==> src/logic/adc_seq_cfg.svh <==
// timing and encoding constants for the conversion clock sequencer
// assumes a 200 MHz system clock; included by bare name
`ifndef ADC_SEQ_CFG_SVH
`define ADC_SEQ_CFG_SVH
`define CLK_PERIOD_PS 5000
`define RC_PERIOD_PS 1600000
`define RC_HALF_CYCLES ((`RC_PERIOD_PS / `CLK_PERIOD_PS) / 2)
`define SEL_DIV2 3'h0
`define SEL_DIV4 3'h4
`define SEL_DIV8 3'h1
`define SEL_DIV16 3'h5
`define SEL_DIV32 3'h2
`define SEL_DIV64 3'h6
`define SEL_RC_LOW 2'h3
`define HALF_PERIODS_TOTAL 5'h17
`define HOLD_RELEASE_HALF 5'h01
`define RESULT_WIDTH 10
`define RESULT_MSB 4'h9
`define RESULT_ZERO 10'h000
`define RC_WIDTH 12
`define DIV_WIDTH 6
`define DIV2_HALF_LAST 6'h00
`define DIV4_HALF_LAST 6'h01
`define DIV8_HALF_LAST 6'h03
`define DIV16_HALF_LAST 6'h07
`define DIV32_HALF_LAST 6'h0F
`define DIV64_HALF_LAST 6'h1F
`define RESULT_DONE_IDX 4'hF
`endif

==> src/logic/adc_seq_pkg.sv <==
// types shared by the conversion clock sequencer
// assumes adc_seq_cfg.svh for widths
`include "adc_seq_cfg.svh"
package adc_seq_pkg;
    typedef enum logic [1:0] {st_idle, st_convert, st_finish} seq_state_t;
    typedef struct packed {
        logic [`RESULT_WIDTH-1:0] value;
        logic valid;
    } result_t;
endpackage

==> src/logic/rc_conv_clock.sv <==
// internal rc conversion oscillator, modelled as a free counter
// assumes it runs free from reset, independent of the selected divider
`timescale 1ns/10ps
`default_nettype none
`include "adc_seq_cfg.svh"
module rc_conv_clock #(
    parameter int HALF_CYCLES = `RC_HALF_CYCLES
) (
    // clock and reset
    input wire logic clock,
    input wire logic sys_rst,
    // half period strobe
    output logic half_tick
);
    localparam logic [`RC_WIDTH-1:0] LAST =
        `RC_WIDTH'(HALF_CYCLES - 1);
    logic [`RC_WIDTH-1:0] count;
    logic [`RC_WIDTH-1:0] next_count;

    initial begin
        if (HALF_CYCLES < 1 || HALF_CYCLES >= (1 << `RC_WIDTH))
            $error("rc half period out of range");
    end

    // free running, so the bit period never follows the divider
    always_comb begin
        next_count = (count == LAST) ? '0 : count + 1'b1;
    end

    always_ff @(posedge clock) begin
        if (sys_rst)
            count <= '0;
        else
            count <= next_count;
    end

    assign half_tick = (count == LAST);
endmodule
`default_nettype wire

==> src/logic/adc_conv_seq.sv <==
// conversion clock selection and bit sequencing for a 10-bit sar converter
// assumes the comparator output is asynchronous; start and select are sync
`timescale 1ns/10ps
`default_nettype none
`include "adc_seq_cfg.svh"
// Summary of operation
// - select field picks system divider 2..64 or the rc oscillator (x11)
// - rc bit period comes from a dedicated oscillator, 1.0 to 6.0 us
// - rc bit period is typically 1.6 us
// - a full conversion lasts 11.5 bit periods
// - one bit resolved per period, b9 first, b0 last
// - divided sources track the system clock proportionally
// - sleep conversions use the rc source; sleep_mode forces it whatever the select
// - at end load result pair, clear request, set done, reconnect cap
module adc_conv_seq (
    // clock and reset
    input wire logic clock,
    input wire logic sys_rst,
    // configuration
    input wire logic [2:0] conversion_clock_select,
    input wire logic sleep_mode,
    // software request and status
    input wire logic conv_request_set,
    input wire logic done_flag_clear,
    output logic conv_request,
    output logic conversion_done_flag,
    output adc_seq_pkg::result_t result_register_pair,
    // analog side
    input wire logic comparator_out,
    output logic hold_disconnect,
    output logic [`RESULT_WIDTH-1:0] dac_trial
);
    import adc_seq_pkg::*;

    logic half_rc;
    logic [`DIV_WIDTH-1:0] div_cnt;
    logic [`DIV_WIDTH-1:0] next_div_cnt;
    logic [`DIV_WIDTH-1:0] div_last;
    logic half_tick;
    logic use_rc;
    logic cmp_meta;
    logic cmp_sync;
    seq_state_t state;
    seq_state_t next_state;
    logic [4:0] half_cnt;
    logic [4:0] next_half_cnt;
    logic [`RESULT_WIDTH-1:0] sar;
    logic [`RESULT_WIDTH-1:0] next_sar;
    logic [3:0] bit_idx;
    logic [3:0] next_bit_idx;
    logic next_request;
    logic next_done;
    result_t next_result;
    logic next_hold;
    logic [`RESULT_WIDTH-1:0] next_trial;

    rc_conv_clock u_rc (
        .clock(clock),
        .sys_rst(sys_rst),
        .half_tick(half_rc)
    );

    // rc chosen whenever the low two bits are both set; forced in sleep
    assign use_rc = (conversion_clock_select[1:0] == `SEL_RC_LOW) |
                    sleep_mode;

    // half bit period less one, in system clocks; tad = 2 * half
    always_comb begin
        case (conversion_clock_select)
            `SEL_DIV2: div_last = `DIV2_HALF_LAST;
            `SEL_DIV4: div_last = `DIV4_HALF_LAST;
            `SEL_DIV8: div_last = `DIV8_HALF_LAST;
            `SEL_DIV16: div_last = `DIV16_HALF_LAST;
            `SEL_DIV32: div_last = `DIV32_HALF_LAST;
            `SEL_DIV64: div_last = `DIV64_HALF_LAST;
            default: div_last = `DIV2_HALF_LAST;
        endcase
        next_div_cnt = (state == st_idle || div_cnt >= div_last) ?
                       '0 : div_cnt + 1'b1;
    end

    always_ff @(posedge clock) begin
        if (sys_rst)
            div_cnt <= '0;
        else
            div_cnt <= next_div_cnt;
    end

    // divider restarts at idle so the first period is a whole one
    assign half_tick = use_rc ? half_rc :
                       (state != st_idle && div_cnt >= div_last);

    // comparator crosses from the analog domain; bit periods under three
    // clocks outrun this lag and resolve on a stale trial
    always_ff @(posedge clock) begin
        if (sys_rst) begin
            cmp_meta <= 1'b0;
            cmp_sync <= 1'b0;
        end else begin
            cmp_meta <= comparator_out;
            cmp_sync <= cmp_meta;
        end
    end

    // sequencer: 23 half periods = 11.5 tad, bits b9..b0 in tad2..tad11
    always_comb begin
        next_state = state;
        next_half_cnt = half_cnt;
        next_sar = sar;
        next_bit_idx = bit_idx;
        next_request = conv_request | conv_request_set;
        next_done = conversion_done_flag;
        next_result = result_register_pair;
        next_hold = hold_disconnect;
        if (done_flag_clear)
            next_done = 1'b0;
        case (state)
            st_idle: begin
                if (conv_request | conv_request_set) begin
                    next_state = st_convert;
                    next_half_cnt = '0;
                    next_sar = `RESULT_ZERO;
                    next_bit_idx = `RESULT_MSB;
                end
            end
            st_convert: begin
                if (half_tick) begin
                    next_half_cnt = half_cnt + 5'h01;
                    // release hold early in the first period
                    if (half_cnt == `HOLD_RELEASE_HALF - 5'h01)
                        next_hold = 1'b1;
                    // odd half ends a trial; resolve one bit msb first
                    if (half_cnt[0] && half_cnt > 5'h01 &&
                        bit_idx <= `RESULT_MSB) begin
                        next_sar[bit_idx] = cmp_sync;
                        next_bit_idx = bit_idx - 4'h1;
                    end
                    if (half_cnt == `HALF_PERIODS_TOTAL - 5'h01)
                        next_state = st_finish;
                end
            end
            st_finish: begin
                // set wins over a clear in the same cycle
                next_result.value = sar;
                next_result.valid = 1'b1;
                next_request = 1'b0;
                next_done = 1'b1;
                next_hold = 1'b0;
                next_state = st_idle;
            end
            default: next_state = st_idle;
        endcase
    end

    always_ff @(posedge clock) begin
        if (sys_rst) begin
            state <= st_idle;
            half_cnt <= '0;
            sar <= `RESULT_ZERO;
            bit_idx <= `RESULT_MSB;
            conv_request <= 1'b0;
            conversion_done_flag <= 1'b0;
            result_register_pair <= '0;
            hold_disconnect <= 1'b0;
            dac_trial <= `RESULT_ZERO;
        end else begin
            state <= next_state;
            half_cnt <= next_half_cnt;
            sar <= next_sar;
            bit_idx <= next_bit_idx;
            conv_request <= next_request;
            conversion_done_flag <= next_done;
            result_register_pair <= next_result;
            hold_disconnect <= next_hold;
            dac_trial <= next_trial;
        end
    end

    // trial word: resolved bits plus the bit under test, registered
    always_comb begin
        next_trial = next_sar;
        if (next_state == st_convert && next_bit_idx <= `RESULT_MSB)
            next_trial[next_bit_idx] = 1'b1;
    end

    property p_finish_flags;
        @(posedge clock) disable iff (sys_rst)
        state == st_finish |=> conversion_done_flag && !conv_request &&
            !hold_disconnect && result_register_pair.value == $past(sar);
    endproperty
    a_finish_flags: assert property (p_finish_flags)
        else $error("end of conversion flags wrong");

    property p_length;
        @(posedge clock) disable iff (sys_rst)
        state == st_convert |-> half_cnt < `HALF_PERIODS_TOTAL;
    endproperty
    a_length: assert property (p_length)
        else $error("conversion overran its half periods");

    property p_msb_first;
        @(posedge clock) disable iff (sys_rst)
        $rose(state == st_convert) |-> bit_idx == `RESULT_MSB;
    endproperty
    a_msb_first: assert property (p_msb_first)
        else $error("conversion did not begin at msb");

    property p_bit_done;
        @(posedge clock) disable iff (sys_rst)
        state == st_finish |-> bit_idx == `RESULT_DONE_IDX;
    endproperty
    a_bit_done: assert property (p_bit_done)
        else $error("not all ten bits resolved");

    property p_start;
        @(posedge clock) disable iff (sys_rst)
        state == st_idle && conv_request_set |=> state == st_convert;
    endproperty
    a_start: assert property (p_start)
        else $error("request did not start conversion");

    property p_hold;
        @(posedge clock) disable iff (sys_rst)
        state == st_convert && half_cnt > `HOLD_RELEASE_HALF
            |-> hold_disconnect;
    endproperty
    a_hold: assert property (p_hold)
        else $error("capacitor not held during conversion");

    property p_rc_select;
        @(posedge clock) disable iff (sys_rst)
        state == st_convert && conversion_clock_select[1:0] == `SEL_RC_LOW &&
            !half_rc |=> half_cnt == $past(half_cnt);
    endproperty
    a_rc_select: assert property (p_rc_select)
        else $error("rc source not used for x11");

    property p_sleep_rc;
        @(posedge clock) disable iff (sys_rst)
        state == st_convert && sleep_mode && !half_rc
            |=> half_cnt == $past(half_cnt);
    endproperty
    a_sleep_rc: assert property (p_sleep_rc)
        else $error("sleep conversion not on rc source");

    property p_div2;
        @(posedge clock) disable iff (sys_rst)
        state == st_convert && !sleep_mode &&
            conversion_clock_select == `SEL_DIV2
            |=> half_cnt == $past(half_cnt) + 5'h01;
    endproperty
    a_div2: assert property (p_div2)
        else $error("divide by two source not tracking clock");
endmodule
`default_nettype wire

==> config.mk <==
export PLATFORM = sky130hd
export DESIGN_NAME = adc_conv_seq
export DESIGN_NICKNAME = d
export VERILOG_FILES = /design/src/logic/adc_seq_pkg.sv /design/src/logic/rc_conv_clock.sv /design/src/logic/adc_conv_seq.sv
export VERILOG_INCLUDE_DIRS = /design/src /design/src/logic
export SDC_FILE = /design/constraint.sdc
export NUM_CORES = 1
export LEC_CHECK = 0
export BUFFER_PORTS_ARGS = -buffer_cell sky130_fd_sc_hd__buf_2
export CORE_MARGIN = 4
export CORE_UTILIZATION = 40
export DETAILED_ROUTE_END_ITERATION = 10
export PLACE_DENSITY = 0.61
export SYNTH_ARGS = -nofsm -noshare
export SYNTH_HDL_FRONTEND = slang
export SYNTH_SLANG_ARGS = --single-unit
==> constraint.sdc <==
create_clock -name clock -period 4.1 [get_ports clock]
set_clock_uncertainty 0.2 [all_clocks]
set_input_delay 0.41 -clock clock [delete_from_list [all_inputs] [get_ports clock]]
set_output_delay 0.41 -clock clock [all_outputs]
set_load 0.01 [all_outputs]
* After elaboration in Yosys (flattened, before gate mapping) *
Cells that the tools add are included.

storage, ports and cells
  register bits after elaboration = 65
  input port bits = 9
  output and inout port bits = 24
  logic and storage cells = 89

cells by class
  add/sub/neg operators = 4
  order comparisons = 8
  equality and inequality tests = 14
  mux-type cells = 28
  bitwise operators = 3
  reduce and logical (&&, ||, !) cells = 18

operators with widths
  operator                                                    count
  two-way mux 10 bit                                          4
  one-hot mux 5 bit (5 select lines)                          1
  one-hot mux 10 bit (2 select lines)                         1
  adder 12 x 1 -> 12 bit, second input constant               1
  == test 12 x 8 -> 1 bit, second input constant              1
  two-way mux 4 bit                                           3
  bitwise mux 10 bit                                          1
  less-than comparator 4 x 5 -> 1 bit, second input constant  2
  two-way mux 5 bit                                           2
  bitwise OR 10 bit                                           1
  one-hot mux 5 bit (2 select lines)                          1
  == test 3 bit, second input constant                        3
  demux 1 bit (select 4 bit)                                  2
  >= comparator 4 x 1 -> 1 bit, second input constant         2
  <= comparator 4 bit, second input constant                  2
  one-hot mux 4 bit (2 select lines)                          1
  nonzero test 2 bit                                          4
  two-way mux 1 bit                                           7
  adder 6 x 1 -> 6 bit, second input constant                 1
  >= comparator 6 bit                                         1
  logical AND 1 bit                                           6
  two-way mux 2 bit                                           3
  AND reduction 3 bit                                         2
  OR reduction 2 bit                                          3
  other kinds (16)                                            20

* Depth between registers and ports, before layout *
Gate-level depths: netlist of run 1.

  depth after elaboration = 13
  mapped depth = 12
  gate-level depth less buffers = 12

* By module *
Synthesis of run 1 repeated with hierarchy kept, for this count alone.

second synthesis, totals
  cells, all modules = 382
  area total of the unflattened synthesis = 3333.2 µm²

modules (own cells, without submodules)
  module         times used  cells an instance  area an instance (µm²)  sequential area each (µm²)
  adc_conv_seq   1           323                2785.2                  1061.0
  rc_conv_clock  1           59                 548.0                   240.2

* Worst setup path before layout of run 1 *
OpenSTA, ideal clock, no wires.

  path kind = input-to-reg
  from = input conversion_clock_select[0]
  to = register dac_trial[8]
  library setup time = 0.057 ns
  arrival = 2.518 ns
  setup slack = 1.324 ns
  stages = 12
  buffers on the path = 0
  cells stage by stage = inv_1 -> ha_1 -> inv_1 -> nand2_1 -> ha_1 -> or2b_1 -> a21o_2 -> a21oi_2 -> a21oi_1 -> o221a_2 -> a211oi_2 -> a21o_1

on the way
  cells in the longest elaborated chain, start to end = 13

ends and longest elaborated chain
  element                                                                                                    RTL line             source
  from (decl)                                                                                                adc_conv_seq.sv:20   input wire logic [2:0] conversion_clock_select,
  == test 3 bit (tied with other cells)                                                                      adc_conv_seq.sv:69   case (conversion_clock_select)
  one-hot mux 5 bit (5 select lines)                                                                         adc_conv_seq.sv:69
  >= comparator 6 bit                                                                                        adc_conv_seq.sv:91   (state != st_idle && div_cnt >= div_last);
  logical AND 1 bit                                                                                          adc_conv_seq.sv:91
  two-way mux 1 bit *                                                                                        adc_conv_seq.sv:90   assign half_tick = use_rc ? half_rc :
  two-way mux 4 bit                                                                                          adc_conv_seq.sv:127  if (half_tick) begin
  one-hot mux 4 bit (2 select lines)                                                                         adc_conv_seq.sv:117  case (state)
  less-than comparator 4 x 5 -> 1 bit (implied by the code) or >= comparator 4 x 1 -> 1 bit (tied branches)  adc_conv_seq.sv:183  next_trial[next_bit_idx] = 1'b1;
  logical AND 1 bit (implied by the code)                                                                    adc_conv_seq.sv:183
  two-way mux 1 bit (implied by the code)                                                                    adc_conv_seq.sv:183
  demux 1 bit (select 4 bit)                                                                                 adc_conv_seq.sv:183
  bitwise OR 10 bit (no line)                                                                                -
  two-way mux 10 bit *                                                                                       adc_conv_seq.sv:182  if (next_state == st_convert && next_bit_idx <= `RESULT_MSB)
  to (signal assigned)                                                                                       adc_conv_seq.sv:165  dac_trial <= `RESULT_ZERO;
  to (signal assigned)                                                                                       adc_conv_seq.sv:175  dac_trial <= next_trial;
  to (decl)                                                                                                  adc_conv_seq.sv:31   output logic [`RESULT_WIDTH-1:0] dac_trial

Every way passes the cells marked *; elsewhere a longest branch is shown, timed or not.
A chain may end at the register's enable or synchronous reset.

* Final worst setup path of run 1 *
Ends and elaborated chain as after synthesis.

==> metrics, run 1 <==
nets@finish 430; share of layout cells above drive strength 1 0.156; GP Congestion 0.905; Register Area between 1000 and 1500 µm²; total power ~1.2 mW; Antenna Nets Post-Route 0; CP cell instances buf_2, inv_1, ha_1, inv_1, nand2_1, ha_1, or2b_1, a21o_2, a21oi_2, a21oi_1, o221a_2, a211oi_2, a21o_1; Syn Inst Count between 300 and 400; Detailed Routing Iterations Pass 1 5; via count 2613; WL per Instance approximately 13 µm; WP data arrival a little under 3 ns; combinational share of power 0.059; Final setup viols 0; PwrDens about 330 nW/µm²; clk slew on worst S/H paths roughly 0.070 ns; Synth Area per Inst 8.66 µm²; syn nets 396; number of global-route vias before repair ~2400; Clk network pwr share 0.393; minimum clock period 2.87 ns; critical path capture point type register; vias per inst just over 5; final hold viol count 0; Starting Density 0.410; Leakage between 1.5 and 2 nW; Clock Latency Late Sink ~0.34 ns; first-pass GRT wire length 11.4 mm; grt total ovfl 0; setup_tns 0 ns; most common cell after layout, fill and taps aside dfxtp_1; Async S/R FF share, synth 0; Sw Share 0.239; total setup buffers inserted after CTS 0; most frequent cells in the layout dfxtp_1 (65), nand2_1 (50), nor2_1 (43), buf_2 (32); sequential share of the synthesized area 0.411; CP required around 4.2 ns; Final Hold Slack 0.0729 ns; Worst path top cell family by delay compound AO/OA/AOI/OAI gates; Yosys reg bits 65; Worst-Margin Slew 0.973 ns; post_cts resized 0; synth unique cells 55; Total GRT Usage 0.149; Detailed Route WL between 6 and 7 mm; Clock Tree Root clkbuf_8; TritonCTS clock tree yes; largest net degree at the start of global routing 32; I/O Buffers 32; Rows 32; Multi-input gate area ~1800 µm²; hold path depth 2; Flop pwr share 0.549; DR iter-0 viols between 150 and 200; Ys Warns 0; cts hold-fix bufs 0; crit path kind primary input to register; Synth Cell Area 3170 µm²; clk buf depth 2; Max Cap Violations 0; Area Overhead vs Synth 12.7%; fillers 795; Cell Int Power 893 µW; Worst Reg2Reg Path Length in Cells 9; Die Wd about 97 µm; n_diodes 0; critical path depth 13; Worst setup SP type primary input; unrepaired setup endpoints after global routing false; max_slew headroom 0.346; Fmax achieved 349 MHz; H-tree depth 3; clock net sink count 65; Die Height slightly below 100 µm; Min-Delay Path Class primary input to register; die area ~9400 µm²; Primary FF master, synth dfxtp_1; Net Sw Power 281 µW; Max VDD drop between 0.15 and 0.2 mV; worst-path fanout max 5; crit share post-route 0.699; CTS Buf Count 9; io pins 33; fin. max-slew vios 0; status finished, final reports clean; crit path buf inv count 3; Residual DRC 0; slowest cell on the critical path a21oi_2; Post-synth EDFFs 0; initial antenna violation count 0; CP max stage delay approximately 0.33 ns; core area 7730 µm²; Detailed Place HPWL 5.05 mm
-- cells by family after synthesis --
| logic type | Yosys count | share of synthesized area |
|---|---|---|
| flops | 65 | 0.411 |
| compound gates | 70 | 0.150 |
| fa+ha+maj | 21 | 0.0829 |
| mux | 8 | 0.0257 |
| buf+inv | 24 | 0.0340 |
| simple gates | 160 | 0.246 |
| xor+xnor | 18 | 0.0498 |
-- state kept, by name, summed over array words and instances, names as in the netlist, 2 cells and up --
signal / count
u_rc.count: 12
result_register_pair: 11
dac_trial: 10
sar: 10
div_cnt: 6
half_cnt: 5
bit_idx: 4
state: 2
-- synthesized netlist by cell type, types with 4 or more instances --
cell | instances | area, µm²
nor2_1 | 43 | 161
dfxtp_1 | 65 | 1300
mux2i_1 | 7 | 70.1
xor2_1 | 14 | 123
o21ai_0 | 13 | 65.1
ha_1 | 21 | 263
nor2b_1 | 4 | 25.0
xnor2_1 | 4 | 35.0
nand4_1 | 4 | 25.0
and3_1 | 4 | 25.0
nand3_1 | 17 | 85.1
o211ai_1 | 10 | 75.1
nand2_1 | 50 | 188
clkbuf_1 | 7 | 26.3
nor3_1 | 13 | 65.1
inv_1 | 14 | 52.6
a21oi_1 | 21 | 105
-- area by class of cell --
class	instances	share of cell area
Inverter	14	0.0147
Clock inverter	3	0.00491
Timing Repair Buffer	33	0.0470
Tap cell	102	0.0357
Sequential cell	65	0.364
Clock buffer	12	0.0406
Multi-Input combinational cell	277	0.493
-- through the flow --
step                 util  std cells  cell area, µm²  setup WS, ns
global route        0.462        506            3570          1.14
floorplan               -        366            3170          1.32
detailed placement  0.441        491            3410         0.894
global placement    0.441        491            3410         0.982
finish              0.462        506            3570          1.23
CTS                 0.462        506            3570          1.26
-- per-layer routing --
metal  part of all wire  track usage  routed length [µm]
met1               0.48        0.203                3300
met2               0.44        0.219                2980
met3              0.064       0.0541                 438
met4              0.013       0.0454                  87
met5                  0            0                   0
-- power by group through the flow --
| stage | registers (mW) | logic (mW) | clock network (mW) |
|---|---|---|---|
| floorplan | 0.658 | 0.0472 | 0 |
| global placement | 0.658 | 0.0681 | 0 |
| detailed placement | 0.658 | 0.0692 | 0 |
| CTS | 0.644 | 0.0695 | 0.485 |
| global route | 0.645 | 0.0789 | 0.508 |
| finish | 0.644 | 0.0689 | 0.461 |
-- worst register-to-register path, stage by stage, from the launching register on --
cell and delay (ns):
dfxtp_1 0.41, inv_1 0.27, ha_1 0.29, nor2_1 0.09
a2111oi_2 0.43, and2_1 0.20, o211ai_1 0.10, xor2_1 0.22
a211oi_2 0.36, a21o_1 0.18
-- path summary, 6_finish.rpt --
check                                                start           end  slack (ns)
worst min register to register                    cmp_meta      cmp_sync        0.24
worst max-delay path            conversion_clock_select[0]  dac_trial[8]        1.23
worst min-delay path                        comparator_out      cmp_meta        0.07
worst max register to register                  bit_idx[0]  dac_trial[8]        1.30
Note: power is estimated with default switching activity, not from simulation.
==> run 2: changes to the inputs <==
Clock period 4.1 ns to 2.9 ns, I/O delays scaled along.
==> run 2 against run 1 <==
  * Sequential share of layout area fell by 1.1 points
  * Power rose by 52%
  * Cell count rose by 2.2%
  * Worst setup slack got worse by 1.0 ns
==> metrics, run 2 (same netlist as run 1, synthesis figures left out) <==
status finished, final reports clean; number of global-route vias before repair 2625 (+8.8%); vias per inst 5.17 (+0.19%); Rows 32 (unchanged); GP Congestion 0.868 (-4.1%); Die Wd 97.0 µm (unchanged); final hold viol count 0 (unchanged); Detailed Place HPWL 5.19 mm (+2.8%); Total GRT Usage 0.158 (+0.00886); Max Cap Violations 0 (unchanged); CP required 2.99 ns (-1.20 ns); WL per Instance 13.6 µm (+1.2%); Die Height 97.0 µm (unchanged); CP cell instances ha_1, nor2_1, a2111oi_2, and2_1, o211ai_1, xor2_1, a211oi_2, a21o_1; H-tree depth 3 (unchanged); non-filler cells, final 517 (+2.2%); Worst path top cell family by delay compound AO/OA/AOI/OAI gates; fin area 3680 µm² (+3.2%); Detailed Routing Iterations Pass 1 4 (-1); placed inst area 3470 µm² (+1.8%); crit path kind register to register; Clock Latency Late Sink 0.35 ns (about the same); grt total ovfl 0 (unchanged); Clock Tree Root clkbuf_8; clk slew on worst S/H paths 0.07 ns (about the same); unrepaired setup endpoints after global routing false; Detailed Route WL 7.03 mm (+3.4%); clk buf depth 2 (unchanged); via count 2675 (+2.4%); slowest cell on the critical path dfxtp_1; max_slew headroom 0.586 (+0.240); Worst setup SP type register; Worst-Margin Slew 0.614 ns (-0.359 ns); core area 7730 µm² (unchanged); Min-Delay Path Class primary input to register; most common cell after layout, fill and taps aside dfxtp_1; Max VDD drop 0.216 mV (+23%); Antenna Nets Post-Route 0 (unchanged); initial antenna violation count 0 (unchanged); crit share post-route 0.918; die area 9410 µm² (unchanged); DR iter-0 viols 139 (-21%); io pins 33 (unchanged); Layout Utilization 0.477 (+0.0147); Final setup viols 0 (unchanged); CP max stage delay 0.53 ns (+0.20 ns); worst-path fanout max 8 (+3); max reg flops 12 (unchanged); PwrDens 484 nW/µm² (+47%); Area Overhead vs Synth 16.3%; Residual DRC 0 (unchanged); largest net degree at the start of global routing 21 (-34%); post_cts resized 0 (unchanged); WP data arrival 2.75 ns (-0.20 ns); nets@finish 440 (+2.3%); largest registers u_rc.count (12), result_register_pair (11); Final Hold Slack 0.0897 ns (+0.0167 ns); most frequent cells in the layout dfxtp_1 (65), nand2_1 (50), nor2_1 (43), buf_2 (32); share of layout cells above drive strength 1 0.176 (+0.0200); first-pass GRT wire length 12.3 mm (+7.7%); crit path buf inv count 0 (-3); I/O Buffers 32 (unchanged); fin. max-slew vios 0 (unchanged); DP Cell Count 499 (+1.6%); n_diodes 0 (unchanged); clock net sink count 65 (unchanged); CTS Buf Count 9 (unchanged); TritonCTS clock tree yes; critical path capture point type register; Fmax achieved ~380 MHz; total power 1.78 mW (+52%); minimum clock period between 2 and 3 ns; Leakage 1.59 nW (+4.1%); Top reg by flops u_rc.count; Starting Density 0.410 (unchanged)
## run 2: final cells by class
type                       count  area (µm²)
multi-input combinational    277        1760
inverter                      14        52.6
fill                         750        4040
tap                          102         128
clock inverter                 5        55.1
clock buffer                  11         141
timing repair buffer          43         248
sequential                    65        1300
## run 2: metrics by stage
| step | setup TNS [ns] | setup slack [ns] |
|---|---|---|
| floorplan | 0 | 0.244 |
| global placement | -0.0162 | -0.0162 |
| detailed placement | -0.358 | -0.0796 |
| CTS | 0 | 0.260 |
| global route | 0 | 0.0428 |
| finish | 0 | 0.238 |
## run 2: report_power, final
part / internal [mW] / switching (mW) / leakage (nW)
logic: 0.0396 / 0.0649 / 0.968
clock network: 0.417 / 0.350 / 0.0953
registers: 0.902 / 0.00853 / 0.526
total: 1.36 / 0.423 / 1.59
## run 2: worst paths after layout
kind,end,cells past startpoint,from,slack [ns]
worst min-delay path,conv_request,3,conv_request_set,0.09
worst max-delay path,dac_trial[8],8,bit_idx[0],0.24
worst min register to register,cmp_sync,1,cmp_meta,0.24
worst max register to register,dac_trial[8],8,bit_idx[0],0.24
## run 2: routing by layer
| metal | GRT usage | wire length (µm) | vias to the layer above |
|---|---|---|---|
| met5 | 0 | 0 | - |
| met4 | 0.0508 | 68 | 0 |
| met3 | 0.0469 | 275 | 9 |
| met2 | 0.243 | 3190 | 45 |
| met1 | 0.211 | 3490 | 1248 |
| li1 | - | - | 1373 |
## run 2: timing repair
action / in CTS / in global routing
hold buffers: 2 / 0
endpoints found under the setup margin: 0 / 0
hold endpoints to repair: 2 / 0
setup buffers: 0 / 0
## run 2: worst min-delay path: stages
cell and delay (ns):
buf_2 0.10, nor2_1 0.05, nor3_1 0.15
